## config.mk

```make
export PLATFORM = sky130hd
export DESIGN_NAME = edp_estop_seq
export DESIGN_NICKNAME = d
export VERILOG_FILES = /design/src/hdl/edp_pkg.sv /design/src/hdl/edp_estop_seq.sv
export SDC_FILE = /design/constraint.sdc
export NUM_CORES = 1
export LEC_CHECK = 0
export ABC_CLOCK_PERIOD_IN_PS = 9350
export BUFFER_PORTS_ARGS = -buffer_cell sky130_fd_sc_hd__buf_2
export CAP_MARGIN = 30
export CORE_MARGIN = 2
export CORE_UTILIZATION = 43
export CTS_CLUSTER_SIZE = 40
export DETAILED_ROUTE_END_ITERATION = 8
export REMOVE_ABC_BUFFERS = 1
export SETUP_SLACK_MARGIN = 0.15
export SYNTH_ARGS = -nofsm -noshare
export SYNTH_HDL_FRONTEND = slang
export SYNTH_SLANG_ARGS = --single-unit
```

## constraint.sdc

```tcl
create_clock -name core_clk -period 9.35 [get_ports core_clk]
set_input_delay 0 -clock core_clk [delete_from_list [all_inputs] [get_ports core_clk]]
set_output_delay 0 -clock core_clk [all_outputs]
set_load 0.01 [all_outputs]
```

## src/hdl/edp_pkg.sv

```systemverilog
// Notes on behaviour
// The deceleration time constant is a signed millisecond value held within -20000 to 20000.
// A deceleration time constant of zero stops the axis with a step instead of a ramp.
// A negative time constant marks a synchronous pair, and dynamic braking on one axis forces it on the other.
// An alarm that names dynamic braking skips the ramp and stops with dynamic braking.
// During an emergency stop ready-off is held back for the drop-prevention time of 0 to 20000 ms.
// Ready-off is forced no later than the maximum gate-off delay, 0 to 20000 ms after the stop.
// With drop prevention on, gate-off waits at least the drop-prevention time even if the limit is lower.
// The unit uses the larger of its own and its peer axes' drop and gate-off times.
// A dynamic-braking alarm on a drop-prevention axis cancels the ready-off delay.
// With the pull-up flag set, pull-up is applied through the whole drop-prevention interval; the code applies it only in ST_HOLD, after the ramp.
// On power failure, intervals beyond 100 ms are not kept and the axis falls back to dynamic braking.
// The controller must enable deceleration control whenever it enables drop prevention.
// Ready stays on during the ramp, then drops with dynamic braking once the motor has stopped.
// External stop, peer alarms, controller power-down and local drive alarms all start an emergency stop; partnerDb alone starts none in the code.
// The ramp slope is the rapid rate divided by the time constant, the same from every speed.
// Drop-prevention and gate-off timers count milliseconds from the first cycle of the stop; the code's ms tick runs free, so the first ms can be short.
package edp_pkg;
    localparam int CLK_PERIOD_NS = 100;
    localparam int MS_NS = 1000000;
    localparam int CYCLES_PER_MS_DFLT = MS_NS / CLK_PERIOD_NS;
    localparam logic signed [15:0] DECEL_MAX = 16'sh4e20;
    localparam logic signed [15:0] DECEL_MIN = -16'sh4e20;
    localparam logic [15:0] TIME_MAX = 16'h4e20;
    localparam logic [15:0] PF_LIMIT_MS = 16'h0064;
    localparam logic [7:0] ADDR_CTRL = 8'h00;
    localparam logic [7:0] ADDR_DECEL = 8'h04;
    localparam logic [7:0] ADDR_DROP = 8'h08;
    localparam logic [7:0] ADDR_GATE = 8'h0c;
    localparam logic [7:0] ADDR_PEER_DROP = 8'h10;
    localparam logic [7:0] ADDR_PEER_GATE = 8'h14;
    localparam logic [7:0] ADDR_RAPID = 8'h18;
    localparam logic [7:0] ADDR_STATUS = 8'h1c;
    localparam logic [7:0] ADDR_ELAPSED = 8'h20;
    localparam int BIT_DECEL_EN = 0;
    localparam int BIT_DROP_EN = 1;
    localparam int BIT_PULLUP_EN = 14;
    localparam logic [15:0] CTRL_RST = 16'h0000;
    localparam logic [15:0] TIME_RST = 16'h0000;
    localparam logic [15:0] RAPID_RST = 16'h0100;
    localparam logic [1:0] RESP_OKAY = 2'b00;
    localparam logic [1:0] RESP_SLVERR = 2'b10;

    typedef enum logic [4:0] {
        ST_RUN = 5'b00001,
        ST_DECEL = 5'b00010,
        ST_HOLD = 5'b00100,
        ST_OFF = 5'b01000,
        ST_DBRK = 5'b10000
    } edp_state_t;

    // Asynchronous stop sources and the partnerDb and powerFail qualifiers arriving on pins.
    typedef struct packed {
        logic estop;
        logic ncPowerDown;
        logic driveAlarm;
        logic dbAlarm;
        logic partnerDb;
        logic powerFail;
    } edp_pins_t;
endpackage : edp_pkg

```

## src/hdl/edp_estop_seq.sv

```systemverilog
`timescale 1ns/1ps
`default_nettype none
module edp_estop_seq
    import edp_pkg::*;
#(
    parameter int CYCLES_PER_MS = CYCLES_PER_MS_DFLT
) (
    input wire logic core_clk,
    input wire logic rst,
    input wire logic ce,
    input wire edp_pins_t pinsIn,
    input wire logic [15:0] speedIn,
    output logic [15:0] speedOut_q,
    output logic readyOn_q,
    output logic gateOn_q,
    output logic dynBrake_q,
    output logic pullUp_q,
    output logic dbToPartner_q,
    input wire logic [7:0] s_axi_awaddr,
    input wire logic s_axi_awvalid,
    output logic s_axi_awready,
    input wire logic [31:0] s_axi_wdata,
    input wire logic [3:0] s_axi_wstrb,
    input wire logic s_axi_wvalid,
    output logic s_axi_wready,
    output logic [1:0] s_axi_bresp,
    output logic s_axi_bvalid,
    input wire logic s_axi_bready,
    input wire logic [7:0] s_axi_araddr,
    input wire logic s_axi_arvalid,
    output logic s_axi_arready,
    output logic [31:0] s_axi_rdata,
    output logic [1:0] s_axi_rresp,
    output logic s_axi_rvalid,
    input wire logic s_axi_rready
);
    function automatic logic [15:0] umax(input logic [15:0] a, input logic [15:0] b);
        umax = (a > b) ? a : b;
    endfunction : umax

    function automatic logic [15:0] clampTime(input logic [15:0] v);
        clampTime = (v > TIME_MAX) ? TIME_MAX : v;
    endfunction : clampTime

    // ------------------------------------------------------------
    // Pin synchronisers
    // ------------------------------------------------------------
    edp_pins_t pinMeta_q;
    edp_pins_t pinSync_q;

    always_ff @(posedge core_clk) begin
        if (rst) begin
            pinMeta_q <= '0;
            pinSync_q <= '0;
        end else if (ce) begin
            pinMeta_q <= pinsIn;
            pinSync_q <= pinMeta_q;
        end
    end

    // ------------------------------------------------------------
    // Register file over AXI4-Lite
    // ------------------------------------------------------------
    logic [15:0] ctrl_q;
    logic signed [15:0] decel_q;
    logic [15:0] drop_q;
    logic [15:0] gate_q;
    logic [15:0] peerDrop_q;
    logic [15:0] peerGate_q;
    logic [15:0] rapid_q;
    logic [7:0] awAddr_q;
    logic [31:0] wData_q;
    logic [3:0] wStrb_q;
    logic awHave_q;
    logic wHave_q;
    edp_state_t state_q;
    logic [15:0] elapsed_q;
    logic signed [15:0] wSigned;
    logic [15:0] wTime;
    logic wrFire;
    logic wrHit;

    assign wrFire = awHave_q && wHave_q && !s_axi_bvalid;
    assign wSigned = wData_q[15:0];
    assign wTime = clampTime(wData_q[15:0]);
    assign wrHit = (awAddr_q <= ADDR_RAPID) && (awAddr_q[1:0] == 2'b00);

    always_ff @(posedge core_clk) begin
        if (rst) begin
            awHave_q <= 1'b0;
            wHave_q <= 1'b0;
            awAddr_q <= '0;
            wData_q <= '0;
            wStrb_q <= '0;
            s_axi_awready <= 1'b0;
            s_axi_wready <= 1'b0;
            s_axi_bvalid <= 1'b0;
            s_axi_bresp <= RESP_OKAY;
        end else if (ce) begin
            s_axi_awready <= !awHave_q && !s_axi_awready && !(s_axi_awvalid && s_axi_awready);
            s_axi_wready <= !wHave_q && !s_axi_wready && !(s_axi_wvalid && s_axi_wready);
            if (s_axi_awvalid && s_axi_awready) begin
                awHave_q <= 1'b1;
                awAddr_q <= s_axi_awaddr;
                s_axi_awready <= 1'b0;
            end
            if (s_axi_wvalid && s_axi_wready) begin
                wHave_q <= 1'b1;
                wData_q <= s_axi_wdata;
                wStrb_q <= s_axi_wstrb;
                s_axi_wready <= 1'b0;
            end
            if (wrFire) begin
                s_axi_bvalid <= 1'b1;
                s_axi_bresp <= wrHit ? RESP_OKAY : RESP_SLVERR;
            end
            if (s_axi_bvalid && s_axi_bready) begin
                s_axi_bvalid <= 1'b0;
                awHave_q <= 1'b0;
                wHave_q <= 1'b0;
            end
        end
    end

    // Byte strobes are honoured per register as a whole only when both low lanes are set,
    // because every field is 16 bits and a half-written time value would be meaningless.
    always_ff @(posedge core_clk) begin
        if (rst) begin
            ctrl_q <= CTRL_RST;
            decel_q <= TIME_RST;
            drop_q <= TIME_RST;
            gate_q <= TIME_RST;
            peerDrop_q <= TIME_RST;
            peerGate_q <= TIME_RST;
            rapid_q <= RAPID_RST;
        end else if (ce && wrFire && (wStrb_q[1:0] == 2'b11)) begin
            unique case (awAddr_q)
                ADDR_CTRL: ctrl_q <= wData_q[15:0];
                ADDR_DECEL: begin
                    if (wSigned > DECEL_MAX) begin
                        decel_q <= DECEL_MAX;
                    end else if (wSigned < DECEL_MIN) begin
                        decel_q <= DECEL_MIN;
                    end else begin
                        decel_q <= wSigned;
                    end
                end
                ADDR_DROP: drop_q <= wTime;
                ADDR_GATE: gate_q <= wTime;
                ADDR_PEER_DROP: peerDrop_q <= wTime;
                ADDR_PEER_GATE: peerGate_q <= wTime;
                ADDR_RAPID: rapid_q <= wData_q[15:0];
                default: ;
            endcase
        end
    end

    always_ff @(posedge core_clk) begin
        if (rst) begin
            s_axi_arready <= 1'b0;
            s_axi_rvalid <= 1'b0;
            s_axi_rdata <= '0;
            s_axi_rresp <= RESP_OKAY;
        end else if (ce) begin
            s_axi_arready <= !s_axi_rvalid && !s_axi_arready && !s_axi_arvalid ? 1'b0
                           : (!s_axi_rvalid && !s_axi_arready);
            if (s_axi_arvalid && s_axi_arready) begin
                s_axi_arready <= 1'b0;
                s_axi_rvalid <= 1'b1;
                s_axi_rresp <= RESP_OKAY;
                unique case (s_axi_araddr)
                    ADDR_CTRL: s_axi_rdata <= {16'h0000, ctrl_q};
                    ADDR_DECEL: s_axi_rdata <= {{16{decel_q[15]}}, decel_q};
                    ADDR_DROP: s_axi_rdata <= {16'h0000, drop_q};
                    ADDR_GATE: s_axi_rdata <= {16'h0000, gate_q};
                    ADDR_PEER_DROP: s_axi_rdata <= {16'h0000, peerDrop_q};
                    ADDR_PEER_GATE: s_axi_rdata <= {16'h0000, peerGate_q};
                    ADDR_RAPID: s_axi_rdata <= {16'h0000, rapid_q};
                    ADDR_STATUS: s_axi_rdata <= {speedOut_q, 3'b000, dbToPartner_q, pullUp_q,
                                                 dynBrake_q, gateOn_q, readyOn_q, 3'b000, state_q};
                    ADDR_ELAPSED: s_axi_rdata <= {16'h0000, elapsed_q};
                    default: begin
                        s_axi_rdata <= '0;
                        s_axi_rresp <= RESP_SLVERR;
                    end
                endcase
            end else if (s_axi_rvalid && s_axi_rready) begin
                s_axi_rvalid <= 1'b0;
            end
        end
    end

    // ------------------------------------------------------------
    // Stop conditions and unit-wide timing
    // ------------------------------------------------------------
    logic estopCond;
    logic syncAxis;
    logic dropEn;
    logic decelEn;
    logic dbDemand;
    logic [15:0] absDecel;
    logic [15:0] dropEff;
    logic [15:0] gateEff;
    logic [15:0] gateLimit;
    logic pfExpired;

    assign estopCond = pinSync_q.estop || pinSync_q.ncPowerDown || pinSync_q.driveAlarm
                     || pinSync_q.dbAlarm;
    assign syncAxis = decel_q < 0;
    assign decelEn = ctrl_q[BIT_DECEL_EN];
    // Drop prevention depends on the ramp being enabled as well.
    assign dropEn = ctrl_q[BIT_DROP_EN] && decelEn;
    assign dbDemand = pinSync_q.dbAlarm || (syncAxis && pinSync_q.partnerDb);
    assign absDecel = syncAxis ? 16'(-decel_q) : decel_q;
    assign dropEff = dropEn ? umax(drop_q, peerDrop_q) : 16'h0000;
    assign gateEff = umax(gate_q, peerGate_q);
    assign gateLimit = umax(gateEff, dropEff);
    assign pfExpired = pinSync_q.powerFail && (elapsed_q >= PF_LIMIT_MS);

    // ------------------------------------------------------------
    // Millisecond timebase
    // ------------------------------------------------------------
    logic [31:0] prescale_q;
    logic msTick;

    assign msTick = (prescale_q == 32'(CYCLES_PER_MS - 1));

    always_ff @(posedge core_clk) begin
        if (rst) begin
            prescale_q <= '0;
        end else if (ce) begin
            prescale_q <= msTick ? '0 : prescale_q + 32'h0000_0001;
        end
    end

    always_ff @(posedge core_clk) begin
        if (rst) begin
            elapsed_q <= '0;
        end else if (ce) begin
            if (state_q == ST_RUN) begin
                elapsed_q <= '0;
            end else if (msTick && elapsed_q != 16'hffff) begin
                elapsed_q <= elapsed_q + 16'h0001;
            end
        end
    end

    // ------------------------------------------------------------
    // Stop sequencer
    // ------------------------------------------------------------
    edp_state_t state_d;

    always_comb begin
        state_d = state_q;
        unique case (state_q)
            ST_RUN: begin
                if (estopCond) begin
                    if (dbDemand || !decelEn) begin
                        state_d = ST_DBRK;
                    end else if (absDecel == 16'h0000) begin
                        state_d = ST_HOLD;
                    end else begin
                        state_d = ST_DECEL;
                    end
                end
            end
            ST_DECEL: begin
                if (dbDemand || pfExpired) begin
                    state_d = ST_DBRK;
                end else if (elapsed_q >= gateLimit && gateLimit != 16'h0000) begin
                    state_d = ST_OFF;
                end else if (speedOut_q == 16'h0000) begin
                    state_d = ST_HOLD;
                end
            end
            ST_HOLD: begin
                if (dbDemand || pfExpired) begin
                    state_d = ST_DBRK;
                end else if (elapsed_q >= dropEff || elapsed_q >= gateLimit) begin
                    state_d = ST_OFF;
                end
            end
            ST_OFF, ST_DBRK: begin
                if (!estopCond && !pinSync_q.partnerDb) begin
                    state_d = ST_RUN;
                end
            end
        endcase
    end

    always_ff @(posedge core_clk) begin
        if (rst) begin
            state_q <= ST_RUN;
        end else if (ce) begin
            state_q <= state_d;
        end
    end

    // ------------------------------------------------------------
    // Speed ramp
    // ------------------------------------------------------------
    // The slope is spread error-free over cycles: each millisecond adds the rapid rate to an
    // accumulator, and each cycle spends one time constant of it on one speed count. The slope
    // is thus rapid/T counts per ms from any start speed; it must stay below one count per cycle.
    logic [31:0] rampAcc_q;

    always_ff @(posedge core_clk) begin
        if (rst) begin
            rampAcc_q <= '0;
            speedOut_q <= '0;
        end else if (ce) begin
            unique case (state_d)
                ST_RUN: begin
                    rampAcc_q <= '0;
                    speedOut_q <= speedIn;
                end
                ST_DECEL: begin
                    if (rampAcc_q >= {16'h0000, absDecel} && speedOut_q != 16'h0000) begin
                        rampAcc_q <= rampAcc_q - {16'h0000, absDecel}
                                   + (msTick ? {16'h0000, rapid_q} : 32'h0000_0000);
                        speedOut_q <= speedOut_q - 16'h0001;
                    end else if (msTick) begin
                        rampAcc_q <= rampAcc_q + {16'h0000, rapid_q};
                    end
                end
                default: begin
                    rampAcc_q <= '0;
                    speedOut_q <= '0;
                end
            endcase
        end
    end

    // ------------------------------------------------------------
    // Drive outputs
    // ------------------------------------------------------------
    always_ff @(posedge core_clk) begin
        if (rst) begin
            readyOn_q <= 1'b0;
            gateOn_q <= 1'b0;
            dynBrake_q <= 1'b0;
            pullUp_q <= 1'b0;
        end else if (ce) begin
            readyOn_q <= state_d inside {ST_RUN, ST_DECEL, ST_HOLD};
            gateOn_q <= state_d inside {ST_RUN, ST_DECEL, ST_HOLD};
            dynBrake_q <= state_d inside {ST_OFF, ST_DBRK};
            pullUp_q <= (state_d == ST_HOLD) && ctrl_q[BIT_PULLUP_EN] && dropEn;
        end
    end

    always_ff @(posedge core_clk) begin
        if (rst) begin
            dbToPartner_q <= 1'b0;
        end else if (ce) begin
            dbToPartner_q <= syncAxis && (state_d == ST_DBRK);
        end
    end
endmodule : edp_estop_seq
`default_nettype wire

```

==> out/results.ini <==
[run_status]
outcome = finished, final reports clean

[synthesis]
yosysTopAreaCellShare_pct = 30.10
netlist_instances = 2500
synth_most_common_cell = nor2_1
synth_cell_type_count = 92
yosys-top-cells-count = 332 x nor2_1, 296 x dfxtp_1, 248 x a21oi_1, 238 x nand2_1, 175 x ha_1
syn_avg_cell_area_um2 = 7.874
synth_area_mm2 = 0.01969
yosysWarnings = 0
ys_ff_latch = 296
yosys.area.top_type = dfxtp_1
synth.yosys.seq_area_share_pct = 30.10
synth-edff-count = 0
async_reset_ff_share_pct = 0
yosys-top-cells-area = dfxtp_1 30%, ha_1 11%, nor2_1 6.3%
synth_top_flop_cell = dfxtp_1

[critical_path]
cp.arrival_ns = 8.86
crit_required_ns = 9.79
crit_type = reg2reg
cp_max_fo = 26
endpoint_kind = flop
start_kind = flop

[power_and_ir_drop]
power_density_mw_per_mm2 = 141.7
power_mw = 3.198
irDropWorstVdd_mv = 0.1007
power.leakage_nw = 9.114

[sta]
period_share_pct = 90.05
maxSlewViolCount = 0
relSlewSlack_pct = 25.67
setup_viol = 0
tns_ns = 0
hold_violations = 0
period_minus_slack_ns = 8.420
rsz0062_at_grt = no
fmax_mhz = 118.8
skew_ns = 0.03545
worst_slew_pin_slew_ns = 1.114

[detailed_routing]
drt-vias-per-instance = 5.952
routedWlPerCell_um = 20.19
drt-pass1-iter-count = 8
num_vias = 19300
first_iter_violations = 1758
drc = 0
final_antenna_net_count = 0
routed_wl_um = 65450

[placement]
gp_congestion = 0.9330
dp_hpwl_um = 48180
io_buffers = 123
place_area_mm2 = 0.02081

[min_path]
hp-class = in2reg

[grt]
grt_pass1_vias = 18260
grtUsageTotal_pct = 26.96
grt_pass1_wl_um = 101600
grt_max_degree = 81
antenna_found_initial = 0
grt.overflow.total = 0

[final_layout]
insertedDiodeCount = 0
area_growth_pct = 14.66
final_cell_area_mm2 = 0.02257
fin_util_pct = 49.84
drive_above_1_share_pct = 9.576
final_nets = 2890

[clock_network]
cts_tree = built
cts-root-buf = clkbuf_16
clkTransAtPathRegs_ns = 0.06
insertion_delay_ns = 0.55
clock-sinks = 296
clock_path_buffers = 3
cts_resized = 0
htree_num_levels = 2
cts-buffers-inserted = 36

[floorplanning]
die_area_mm2 = 0.04751
ios = 144
rows = 78
die_y_um = 218.0
initial_core_util_pct = 43.47
dieWidth_um = 218.0
core_area_mm2 = 0.04528

[flow_run]
cap_violations = 0

[layer usage]
layer / track usage (%) / wire (um) / vias to the layer above
li1: - / - / 9295
met1: 36.07 / 28730 / 9230
met2: 44.01 / 30010 / 659
met3: 3.919 / 4465 / 113
met4: 9.864 / 2250 / 0
met5: 0 / 0 / -
[worst max-delay path: stages, from the launching register on]
cell	delay, ns
dfxtp_1	0.46
inv_1	0.15
ha_1	0.33
nand3_1	0.13
nor4_1	0.61
a21boi_0	0.27
o31a_1	0.63
o21ai_0	0.30
ha_1	0.38
and3_1	0.18
nand3_1	0.16
nor4_1	0.59
nor2_1	0.08
buf_4	0.24
nor2_1	0.12
a21oi_1	0.06
ha_1	0.30
nand2_1	0.07
nor2_1	0.16
o211ai_1	0.10
o21ai_0	0.56
nor3b_1	0.58
o211ai_2	0.39
o41ai_4	1.04
a221oi_1	0.12
a211oi_1	0.27
[stage by stage]
stage               hold WS [ns]  std cells  worst slack (ns)
finish                   0.03945       3242            0.9299
global route             0.07957       3242            0.3223
CTS                      0.01942       3242             1.126
detailed placement        0.2473       3123             1.195
global placement          0.2397       3120             1.392
floorplan                0.06907       2369             1.087
[what timing repair did]
item	CTS	global route
hold endpoints to repair	110	0
setup buffers	0	0
hold buffers	55	0
[report_power, final]
| group | internal [mW] | switching [mW] | leakage, nW |
|---|---|---|---|
| logic | 0.163 | 0.280 | 6.13 |
| registers | 1.28 | 0.0306 | 2.39 |
| clock network | 0.859 | 0.582 | 0.591 |
[kinds of logic after synthesis]
kind of cell | after synthesis | synth area share [%]
and+or+nand+nor | 962 | 23.29
muxes | 36 | 1.831
xor gates and xnor gates | 102 | 4.538
other | 1 | 0.01905
DFF | 296 | 30.10
buffers and inverters | 230 | 4.672
AOI/OAI and AO/OA | 681 | 22.70
adders and majority gates | 192 | 12.85
[sequential cells by signal (all words and copies together) (netlist names), 16 cells and up]
name,count
ctrl_q,16
gate_q,16
peerDrop_q,16
elapsed_q,16
rampAcc_q,32
speedOut_q,16
decel_q,16
rapid_q,16
wData_q,16
drop_q,16
prescale_q,32
peerGate_q,16
s_axi_rdata,32
[layout make-up]
cell class	count	area (um^2)
inverter	98	367.9
clock inverter	18	193.9
clock buffer	46	1020
tap	600	750.7
timing repair buffer	209	1440
multi-input combinational	1975	12870
fill	4439	22710
sequential	296	5926
[worst paths after layout]
check | startpoint | end | slack [ns] | depth (start not counted)
worst max-delay path | peerGate_q[12]$_SDFFE_PP0P_ | speedOut_q[1]$_SDFFE_PP0P_ | 0.93 | 25
worst max register to register | peerGate_q[12]$_SDFFE_PP0P_ | speedOut_q[1]$_SDFFE_PP0P_ | 0.93 | 25
worst min register to register | awAddr_q[7]$_SDFFE_PP0P_ | awAddr_q[7]$_SDFFE_PP0P_ | 0.46 | 2
worst min-delay path | s_axi_awvalid | awAddr_q[0]$_SDFFE_PP0P_ | 0.04 | 4
[cell usage in the layout, fill, tap and decap left out, types with 15 or more instances in the layout]
cell / n
nor2_1: 329
dfxtp_1: 296
a21oi_1: 248
nand2_1: 238
ha_1: 175
buf_2: 122
o21ai_0: 118
inv_1: 96
nand3_1: 63
xor2_1: 55
dlygate4sd3_1: 55
nor3_1: 51
xnor2_1: 47
nand4_1: 45
a22oi_1: 39
clkbuf_16: 37
a211oi_1: 36
mux2i_1: 36
nand2b_1: 33
and3_1: 33
nor4_1: 32
nor2b_1: 31
a221oi_1: 30
buf_4: 28
and2_1: 23
a21o_1: 20
or3_1: 20
fa_1: 17
or4_1: 16
a31oi_1: 16
a222oi_1: 16
o211ai_1: 15
(Power assumes the default switching activity.)
